File: config.mk
export PLATFORM = sky130hd
export DESIGN_NAME = pco_irq
export DESIGN_NICKNAME = d
export VERILOG_FILES = /design/src/pkg/pco_pkg.sv /design/src/logic/pco_wrap_det.sv /design/src/logic/pco_irq.sv
export SDC_FILE = /design/constraint.sdc
export NUM_CORES = 1
export LEC_CHECK = 0
export BUFFER_PORTS_ARGS = -buffer_cell sky130_fd_sc_hd__buf_2
export CAP_MARGIN = 15
export CELL_PAD_IN_SITES_DETAIL_PLACEMENT = 0
export CELL_PAD_IN_SITES_GLOBAL_PLACEMENT = 1
export CORE_AREA = 5 5 539 541
export DETAILED_ROUTE_END_ITERATION = 12
export DIE_AREA = 0 0 544 546
export HOLD_SLACK_MARGIN = 0.08
export PLACE_DENSITY_LB_ADDON = 0.1
export SYNTH_ARGS = -nofsm -noshare
export SYNTH_HDL_FRONTEND = slang
export SYNTH_SLANG_ARGS = --single-unit
File: constraint.sdc
create_clock -name sys_clk -period 2.86 [get_ports sys_clk]
set_clock_uncertainty 0.05 [all_clocks]
set_input_delay 0.286 -clock sys_clk [delete_from_list [all_inputs] [get_ports sys_clk]]
set_output_delay 0.286 -clock sys_clk [all_outputs]
set_load 0.02 [all_outputs]
File: src/pkg/pco_pkg.sv
// package: constants, carriers and states of the counter overflow interrupt block
package pco_pkg;

  // ************************************************************
  // bus and field widths
  // ************************************************************
  localparam int unsigned DATA_W   = 32;
  localparam int unsigned CNT_W    = 32;
  localparam int unsigned ADDR_W   = 12;
  localparam int unsigned BANK_W   = 32;
  localparam int unsigned IRQ_SRC_W = 2;

  // ************************************************************
  // register map (byte addresses)
  // ************************************************************
  // views: base + 4*x, x = 0..7, address bits [7:5] pick the view
  localparam logic [11:0] ENCLR_BASE = 12'h000;
  localparam logic [11:0] ENSET_BASE = 12'h020;
  localparam logic [11:0] OVCLR_BASE = 12'h040;
  localparam logic [11:0] OVSET_BASE = 12'h060;
  localparam logic [11:0] CTRL_OFS   = 12'h080;
  localparam logic [11:0] STAT_OFS   = 12'h084;
  localparam logic [11:0] MASK_OFS   = 12'h088;

  localparam logic [2:0] VIEW_ENCLR = 3'h0;
  localparam logic [2:0] VIEW_ENSET = 3'h1;
  localparam logic [2:0] VIEW_OVCLR = 3'h2;
  localparam logic [2:0] VIEW_OVSET = 3'h3;

  // ************************************************************
  // field positions and reset values
  // ************************************************************
  localparam int unsigned CTRL_GEN_BIT = 0;
  localparam int unsigned STAT_OVF_BIT = 0;
  localparam int unsigned STAT_ERR_BIT = 1;
  localparam logic        CTRL_RST     = 1'h0;
  localparam logic [1:0]  STAT_RST     = 2'h0;
  localparam logic [1:0]  MASK_RST     = 2'h0;

  // ************************************************************
  // carriers
  // ************************************************************
  typedef enum logic [1:0] {
    APB_IDLE   = 2'b01,
    APB_ACCESS = 2'b10
  } pco_apb_st_type;

  typedef struct packed {
    logic [31:0] prdata;
    logic        pready;
    logic        pslverr;
  } pco_apb_rsp_type;

  typedef struct packed {
    logic       glob_en;
    logic [1:0] irq_stat;
    logic [1:0] irq_mask;
  } pco_ctrl_type;

endpackage

File: src/logic/pco_wrap_det.sv
// module: detects the all-ones to zero wrap of each event counter
`timescale 1ns/10ps
module pco_wrap_det #(
  parameter int unsigned NUM_CNT = 40
) (
  // counter activity
  input  wire logic [NUM_CNT-1:0]                 cnt_inc,
  input  wire logic [NUM_CNT*pco_pkg::CNT_W-1:0]  cnt_val,
  // wrap events
  output logic      [NUM_CNT-1:0]                 wrap
);

  // ************************************************************
  // wrap detection
  // ************************************************************
  // a counter wraps when it is stepped while holding all ones
  always_comb begin
    for (int i = 0; i < NUM_CNT; i++) begin
      wrap[i] = cnt_inc[i] & (&cnt_val[i*pco_pkg::CNT_W +: pco_pkg::CNT_W]);
    end
  end

endmodule

File: src/logic/pco_irq.sv
// module: overflow flags, interrupt enables and overflow request behind an APB slave
//
// Our own choices: register access over APB and the register offsets.
`timescale 1ns/10ps
module pco_irq #(
  parameter int unsigned NUM_CNT = 40
) (
  // clock and reset
  input  wire logic                                sys_clk,
  input  wire logic                                rst_n,
  // apb slave
  input  wire logic                                psel,
  input  wire logic                                penable,
  input  wire logic                                pwrite,
  input  wire logic [pco_pkg::ADDR_W-1:0]          paddr,
  input  wire logic [pco_pkg::DATA_W-1:0]          pwdata,
  output logic      [pco_pkg::DATA_W-1:0]          prdata,
  output logic                                     pready,
  output logic                                     pslverr,
  // event counters
  input  wire logic [NUM_CNT-1:0]                  cnt_inc,
  input  wire logic [NUM_CNT*pco_pkg::CNT_W-1:0]   cnt_val,
  output logic                                     cnt_glob_en,
  // interrupts
  output logic                                     ovf_irq,
  output logic                                     irq
);

  // ************************************************************
  // sizing
  // ************************************************************
  localparam int unsigned NUM_REGS = (NUM_CNT + 31) / 32;
  localparam int unsigned TAIL     = NUM_CNT % 32;
  localparam logic [31:0] RAZ_MASK = (TAIL == 0) ? 32'h0 :
                                     ~((32'h1 << TAIL) - 32'h1);

  typedef struct packed {
    pco_pkg::pco_apb_st_type  st;
    pco_pkg::pco_apb_rsp_type rsp;
    pco_pkg::pco_ctrl_type    ctl;
    logic [NUM_CNT-1:0]       ien;
    logic [NUM_CNT-1:0]       ovf;
    logic                     ovf_irq;
    logic                     irq;
  } pco_state_type;

  pco_state_type      s_r;
  pco_state_type      s_nxt;
  logic [NUM_CNT-1:0] wrap;

  // ************************************************************
  // helpers
  // ************************************************************
  // spread a written word over the counters of instance x
  function automatic logic [NUM_CNT-1:0] bank_bits(input logic [31:0] w,
                                                   input logic [2:0]  x);
    logic [NUM_CNT-1:0] r;
    r = '0;
    for (int i = 0; i < NUM_CNT; i++) begin
      if (i / 32 == int'(x)) begin
        r[i] = w[i % 32];
      end
    end
    return r;
  endfunction

  // gather the counters of instance x into a word, absent ones read zero
  function automatic logic [31:0] bank_word(input logic [NUM_CNT-1:0] v,
                                            input logic [2:0]         x);
    logic [31:0] r;
    int          idx;
    r = '0;
    for (int j = 0; j < 32; j++) begin
      idx = int'(x) * 32 + j;
      if (idx < NUM_CNT) begin
        r[j] = v[idx];
      end
    end
    return r;
  endfunction

  // ************************************************************
  // overflow detection
  // ************************************************************
  pco_wrap_det #(
    .NUM_CNT (NUM_CNT)
  ) u_wrap (
    .cnt_inc (cnt_inc),
    .cnt_val (cnt_val),
    .wrap    (wrap)
  );

  // ************************************************************
  // address decode
  // ************************************************************
  logic               setup;
  logic               acc;
  logic               wr;
  logic [2:0]         view;
  logic [2:0]         inst;
  logic               bank_hit;
  logic               misc_hit;
  logic               any_hit;
  logic [NUM_CNT-1:0] wmask;
  logic [31:0]        ien_word;
  logic [31:0]        ovf_word;

  assign setup    = psel & ~penable & (s_r.st == pco_pkg::APB_IDLE);
  assign acc      = psel & penable & (s_r.st == pco_pkg::APB_ACCESS);
  assign wr       = acc & pwrite;
  assign view     = paddr[7:5];
  assign inst     = paddr[4:2];
  assign bank_hit = (paddr[11:8] == 4'h0) && (view <= pco_pkg::VIEW_OVSET)
                    && (int'(inst) < NUM_REGS) && (paddr[1:0] == 2'h0);
  assign misc_hit = (paddr == pco_pkg::CTRL_OFS) || (paddr == pco_pkg::STAT_OFS)
                    || (paddr == pco_pkg::MASK_OFS);
  assign any_hit  = bank_hit | misc_hit;
  assign wmask    = bank_bits(pwdata, inst);
  assign ien_word = bank_word(s_r.ien, inst);
  assign ovf_word = bank_word(s_r.ovf, inst);

  // ************************************************************
  // next state
  // ************************************************************
  always_comb begin
    logic [31:0] rd;
    s_nxt = s_r;
    rd    = 32'h0;

    // enables: one shared flag per counter behind both views
    if (wr && bank_hit && view == pco_pkg::VIEW_ENSET) begin
      s_nxt.ien = s_r.ien | wmask;
    end
    if (wr && bank_hit && view == pco_pkg::VIEW_ENCLR) begin
      s_nxt.ien = s_r.ien & ~wmask;
    end

    // overflow flags: software first, then hardware wrap so a wrap is never lost
    if (wr && bank_hit && view == pco_pkg::VIEW_OVCLR) begin
      s_nxt.ovf = s_r.ovf & ~wmask;
    end
    if (wr && bank_hit && view == pco_pkg::VIEW_OVSET) begin
      s_nxt.ovf = s_r.ovf | wmask;
    end
    s_nxt.ovf = s_nxt.ovf | wrap;

    // control and interrupt mask
    if (wr && paddr == pco_pkg::CTRL_OFS) begin
      s_nxt.ctl.glob_en = pwdata[pco_pkg::CTRL_GEN_BIT];
    end
    if (wr && paddr == pco_pkg::MASK_OFS) begin
      s_nxt.ctl.irq_mask = pwdata[pco_pkg::IRQ_SRC_W-1:0];
    end

    // sticky status: clear only what the read returned, new events win
    if (acc && !pwrite && paddr == pco_pkg::STAT_OFS) begin
      s_nxt.ctl.irq_stat = s_r.ctl.irq_stat & ~s_r.rsp.prdata[pco_pkg::IRQ_SRC_W-1:0];
    end
    s_nxt.ctl.irq_stat[pco_pkg::STAT_OVF_BIT] = s_nxt.ctl.irq_stat[pco_pkg::STAT_OVF_BIT]
                                                | (|wrap);
    s_nxt.ctl.irq_stat[pco_pkg::STAT_ERR_BIT] = s_nxt.ctl.irq_stat[pco_pkg::STAT_ERR_BIT]
                                                | (acc & ~any_hit);

    // read mux, sampled in the setup cycle
    if (bank_hit) begin
      unique case (view)
        pco_pkg::VIEW_ENCLR: rd = ien_word;
        pco_pkg::VIEW_ENSET: rd = ien_word;
        pco_pkg::VIEW_OVCLR: rd = ovf_word;
        pco_pkg::VIEW_OVSET: rd = ovf_word;
        default:             rd = 32'h0;
      endcase
    end else if (paddr == pco_pkg::CTRL_OFS) begin
      rd[pco_pkg::CTRL_GEN_BIT] = s_r.ctl.glob_en;
    end else if (paddr == pco_pkg::STAT_OFS) begin
      rd[pco_pkg::IRQ_SRC_W-1:0] = s_r.ctl.irq_stat;
    end else if (paddr == pco_pkg::MASK_OFS) begin
      rd[pco_pkg::IRQ_SRC_W-1:0] = s_r.ctl.irq_mask;
    end

    // apb: answer always in the first access cycle
    unique case (s_r.st)
      pco_pkg::APB_IDLE: begin
        if (setup) begin
          s_nxt.st          = pco_pkg::APB_ACCESS;
          s_nxt.rsp.pready  = 1'b1;
          s_nxt.rsp.pslverr = ~any_hit;
          s_nxt.rsp.prdata  = pwrite ? 32'h0 : rd;
        end
      end
      pco_pkg::APB_ACCESS: begin
        s_nxt.st          = pco_pkg::APB_IDLE;
        s_nxt.rsp.pready  = 1'b0;
        s_nxt.rsp.pslverr = 1'b0;
      end
      default: begin
        s_nxt.st  = pco_pkg::APB_IDLE;
        s_nxt.rsp = '0;
      end
    endcase

    // outputs from the next state so the ports sit straight on flops
    s_nxt.ovf_irq = s_nxt.ctl.glob_en & (|(s_nxt.ovf & s_nxt.ien));
    s_nxt.irq     = |(s_nxt.ctl.irq_stat & s_nxt.ctl.irq_mask);
  end

  // ************************************************************
  // state register
  // ************************************************************
  // flags have no defined reset value; zero is chosen so no stale request fires
  always_ff @(posedge sys_clk or negedge rst_n) begin
    if (!rst_n) begin
      s_r    <= '0;
      s_r.st <= pco_pkg::APB_IDLE;
    end else begin
      s_r <= s_nxt;
    end
  end

  assign prdata      = s_r.rsp.prdata;
  assign pready      = s_r.rsp.pready;
  assign pslverr     = s_r.rsp.pslverr;
  assign cnt_glob_en = s_r.ctl.glob_en;
  assign ovf_irq     = s_r.ovf_irq;
  assign irq         = s_r.irq;

  logic wr_enset;
  logic wr_enclr;
  logic wr_ovclr;
  logic rd_bank;

  assign wr_enset = wr && bank_hit && view == pco_pkg::VIEW_ENSET;
  assign wr_enclr = wr && bank_hit && view == pco_pkg::VIEW_ENCLR;
  assign wr_ovclr = wr && bank_hit && view == pco_pkg::VIEW_OVCLR;
  assign rd_bank  = setup && !pwrite && bank_hit;
endmodule

Word level (Yosys, flattened, before mapping)
Cells that the tools add are included.

storage, ports and cells
  bits in registers = 123
  input port bits = 1369
  output and inout bits = 37
  logic and storage cells = 559

cells by class
  add/subtract/negate cells = 31
  magnitude comparators = 66
  equality and inequality tests = 10
  multiplexer cells = 313
  bitwise operators = 63
  reduce and logical (&&, ||, !) cells = 65

operator list
  operator                                                                      count
  32-bit AND reduction                                                          40
  1-bit binary-select mux with 6-bit select                                     62
  9-bit by 6-bit less-than comparator with 1-bit output, second input constant  31
  9-bit by 7-bit less-than comparator with 1-bit output, second input constant  31
  1-bit 2-to-1 mux                                                              235
  40-bit 2-to-1 mux                                                             4
  8-bit by 5-bit adder with 9-bit output, second input constant                 16
  32-bit one-hot mux with 2 select lines                                        2
  40-bit bitwise AND                                                            3
  40-bit OR                                                                     3
  40-bit OR reduction                                                           2
  8-bit by 4-bit adder with 9-bit output, second input constant                 8
  1-bit bitwise AND                                                             47
  40-bit inverter                                                               1
  8-bit by 3-bit adder with 9-bit output, second input constant                 4
  12-bit by 8-bit equality test with 1-bit output, second input constant        3
  36-bit 2-to-1 mux                                                             1
  32-bit 2-to-1 mux                                                             1
  30-bit 2-to-1 mux                                                             1
  8-bit by 2-bit adder with 9-bit output, second input constant                 2
  2-bit 2-to-1 mux                                                              7
  1-bit logical AND                                                             12
  8-bit by 1-bit adder with 9-bit output, second input constant                 1
  8-bit by 6-bit less-than comparator with 1-bit output, second input constant  1
  other kinds (20)                                                              30

Logic depth before layout (Yosys ltp)
  word-level depth = 12
  gate-level depth with buffers = 10
  mapped depth without buffers = 8

By module
A second synthesis with hierarchy kept.

second synthesis, totals
  cell total of the unflattened synthesis = 1112
  area, all modules = 9462.8 um^2

modules (own cells, without submodules)
  module        instances  cells each  area an instance (um^2)  seq. area each (um^2)
  pco_irq       1          632         6359.8                   3054.2
  pco_wrap_det  1          480         3103.0                   0.0

Worst setup path after synthesis
Ideal clock, no wire load.

  kind = input -> register
  start point = input port paddr[11] (netlist bit)
  end point = register s_r, in the netlist ovf_irq
  library setup time = 141 ps
  arrival time = 3009 ps
  required time = 2669 ps
  slack = -339 ps
  cell stages on the path = 9
  path buffers = 1
  cell sequence = or4_4 or4_4 clkbuf_1 nor4_1 mux2_2 a22o_1 a221o_1 nor4_1 a41oi_1

RTL lines
  item                  RTL line        source
  start, declared       pco_irq.sv:15   input wire logic [pco_pkg::ADDR_W-1:0] paddr,
  end signal, assigned  pco_irq.sv:216  s_r <= s_nxt;
  end, declared         pco_irq.sv:47   pco_state_type s_r;

==> impl_metrics.toml <==
[synthesis]
seq_area_frac_synth_pct = 33.3
synth.area.top_cells = "dfrtp_1 (33%), nand4_1 (21%), nor4_1 (6.2%), mux2i_1 (5.3%), nand2_1 (5.1%)"
yosys_warnings = 0
yosysTopAreaCell = "dfrtp_1"
netlist_top_cells_count = "nand4_1 (306), nand2_1 (124), dfrtp_1 (121)"
synth_area_per_cell_um2 = 8.48
syn_area_um2 = 9180
synth.most_common_cell = "nand4_1"
ys_ff_latch = 122
ys_types = 46
synth_edf_count = 0
synth_top_area_share_pct = 33.0
synthCells = 1082
ys.flop_type = "dfrtp_1"
syn_nets = 2451
async_flop_share_pct = 100

[floorplanning]
initial_core_util_pct = 3.23
rows = 196
die_area_um2 = 297000
ios = 1406
core_area_um2 = 284000
die_y_um = 546
fp.dieW_um = 544

[detailed_routing]
drt_iter0_drc = 569
dr.pass1.iters = 4
vias_per_cell = 2.50
post-route-drc-count = 0
ant_nets = 0
wl_per_cell_um = 21.8
vias = 15900
routed_wl_mm = 139

[critical_path]
cp_slowest_cell = "or4_4"
critPathMaxFanout = 6
startpoint_type = "primary input"
timing.rr.start = "s_r[121]$_DFFE_PN1N_"
slowest_delay_ns = 0.61
path_buf_inv = 3
r2r_slack_ns = -0.13
crit_chain = "buf_6, or4_4, or4_4, buf_6, nor4_4, mux2_2, a22o_1, a221o_1, nor4_4, buf_4, a41oi_2"
worstSetupPathType = "in2reg"
reg2reg_depth = 14
crit_family = "simple AND/OR/NAND/NOR gates"
cp-end-kind = "flop"
required_ns = 3.15
arrival_ns = 3.36
r2r-end = "ovf_irq$_DFF_PN0_"

[power_and_ir_drop]
internal_power_w = 0.00389
comb_power_share_pct = 26.7
p_switching_w = 0.00162
p_seq_share_pct = 31.6
pwr-share-clk_pct = 41.7
p_leak_nw = 10.1
irDropWorstVdd_uv = 388
power-per-cell-area_nw_per_um2 = 244
sw_frac_of_total_pct = 29.4

[placement]
dp_slack_ns = -0.854
dpl-instance-area_um2 = 21800
gp_congestion = 0.777
dpl.hpwl_mm = 129
portBuffers = 1405

[global_route]
grt_remaining_overflow = 0
antenna_found_initial = 76
first_global_vias = 18300
grt_max_degree = 47
grt_pass1_wl_mm = 172
grt_usage_pct = 8.84

[cells_and_area]
areaGrowthSynthToFinish_pct = 146
fin_area_um2 = 22600
nets = 3944
multiInputGateArea_um2 = 5890
drive_above_1_share_pct = 63.4
final.fill_count = 33800
ff_latch_area_um2 = 3050

[clock_tree]
root_buffer = "clkbuf_16"
cts_tree = "built"
cts_buffer_depth = 2
insertion_delay_ns = 0.47
cts_inserted_buffers = 17
clk_pin_slew_worst_paths_ns = 0.06
cts.sinks = 122
cts-htree-levels = 4

[sta]
layout_min_cycle_time_ns = 3.07
setup_slack_ns = -0.207
slew_viol_final = 0
setup_viol = 1
max_freq_ghz = 0.326
max_slew.worst_pin.slew_ns = 0.617
post-route-period-util_pct = 107
rsz0062_at_grt = "true"
hold_viol = 0
relSlewSlack_pct = 58.5

[job]
drv_cap = 0

[hold_path]
hold-path-cell-count = 3
min_to = "s_r[67]$_DFF_PN0_"
min-delay-start = "pwdata[25]"
worstHoldPathType = "in2reg"

[outcome]
outcome = "finished, violations left"
violations = "negative setup slack"
-- metrics by stage --
stage	setup TNS [ns]	hold WS [ns]	util [%]	total power (W)	instances
after floorplan	-0.200	-0.0596	-	0.00196	1082
after global placement	-1.74	0.239	7.67	0.00330	6310
after detailed placement	-1.51	0.236	7.67	0.00329	6310
after CTS	-0.295	0.0910	7.91	0.00570	6346
after global routing	-0.303	0.111	7.93	0.00583	6360
final	-0.207	0.144	7.94	0.00551	6368
-- how the worst max path moves through the flow --
| stage | from | endpoint | cells past startpoint |
|---|---|---|---|
| detailed placement | paddr[11] | ovf_irq$_DFF_PN0_ | 11 |
| global route | paddr[0] | ovf_irq$_DFF_PN0_ | 11 |
| finish | paddr[0] | ovf_irq$_DFF_PN0_ | 11 |
| CTS | paddr[0] | ovf_irq$_DFF_PN0_ | 11 |
| global placement | paddr[11] | ovf_irq$_DFF_PN0_ | 12 |
| floorplan | paddr[11] | ovf_irq$_DFF_PN0_ | 9 |
-- layer usage --
metal | global-route usage [%] | up-vias | wire length [um] | share of wire, %
li1 | - | 7435 | - | -
met4 | 2.24 | 42 | 3140 | 2.3
met3 | 3.02 | 161 | 12100 | 8.7
met2 | 18.4 | 983 | 78900 | 57
met5 | 0 | - | 257 | 0.19
met1 | 7.93 | 7269 | 44100 | 32
-- registers in the layout, summed over array words and instances, names as in the netlist --
register	flops
prdata	32
cnt_glob_en	1
ovf_irq	1
pslverr	1
s_r	86
irq	1
-- layout make-up --
cell class	count	area share, %
inverter	7	0.116
sequential	122	13.5
antenna	19	0.211
clock inverter	8	0.410
clock buffer	23	2.16
timing repair buffer	1545	36.6
tap	3762	20.8
multi-input combinational	882	26.1
-- power groups by stage --
stage / Clock [W] / Sequential (W) / Combinational (W)
final: 0.00229 / 0.00174 / 0.00147
after global routing: 0.00247 / 0.00174 / 0.00162
after CTS: 0.00242 / 0.00174 / 0.00153
after detailed placement: 0 / 0.00177 / 0.00152
after global placement: 0 / 0.00177 / 0.00153
after floorplan: 0 / 0.00177 / 0.000190
-- timing repair --
action | 4_1_cts | 5_1_grt
pin swaps | 9 | 4
endpoints found under the setup margin | 1 | 1
buffers inserted | 0 | 3
hold endpoints to repair | 44 | 0
hold buffers | 5 | 0
resized for setup | 9 | 3
-- logic make-up (layout without fill, tap and decap cells) --
family                 after synthesis  count (layout)  synth area share (%)
AO/OA/AOI/OAI                       80              80                  6.01
flip-flops                         122             122                  33.3
multiplexers                        99              99                  12.5
other                                0              19                     0
AND/OR/NAND/NOR                    703             703                  43.7
buffers and inverters               78            1583                  4.54
-- worst min-delay path: stages --
cell	delay (ns)
buf_2	0.12
nand2_1	0.06
mux2_2	0.16
-- cell usage in the layout (no fill, tap or decap), types with 17 or more instances in the layout --
cell type and count:
buf_2 1401, nand4_1 306, nand2_1 123, buf_4 122
dfrtp_1 121, nand3_1 86, nor4_1 83, mux2i_1 49
and3_1 41, mux2_2 36, o21ai_0 36, diode_2 19
clkbuf_16 17
Power figures use the tool's default switching activity.
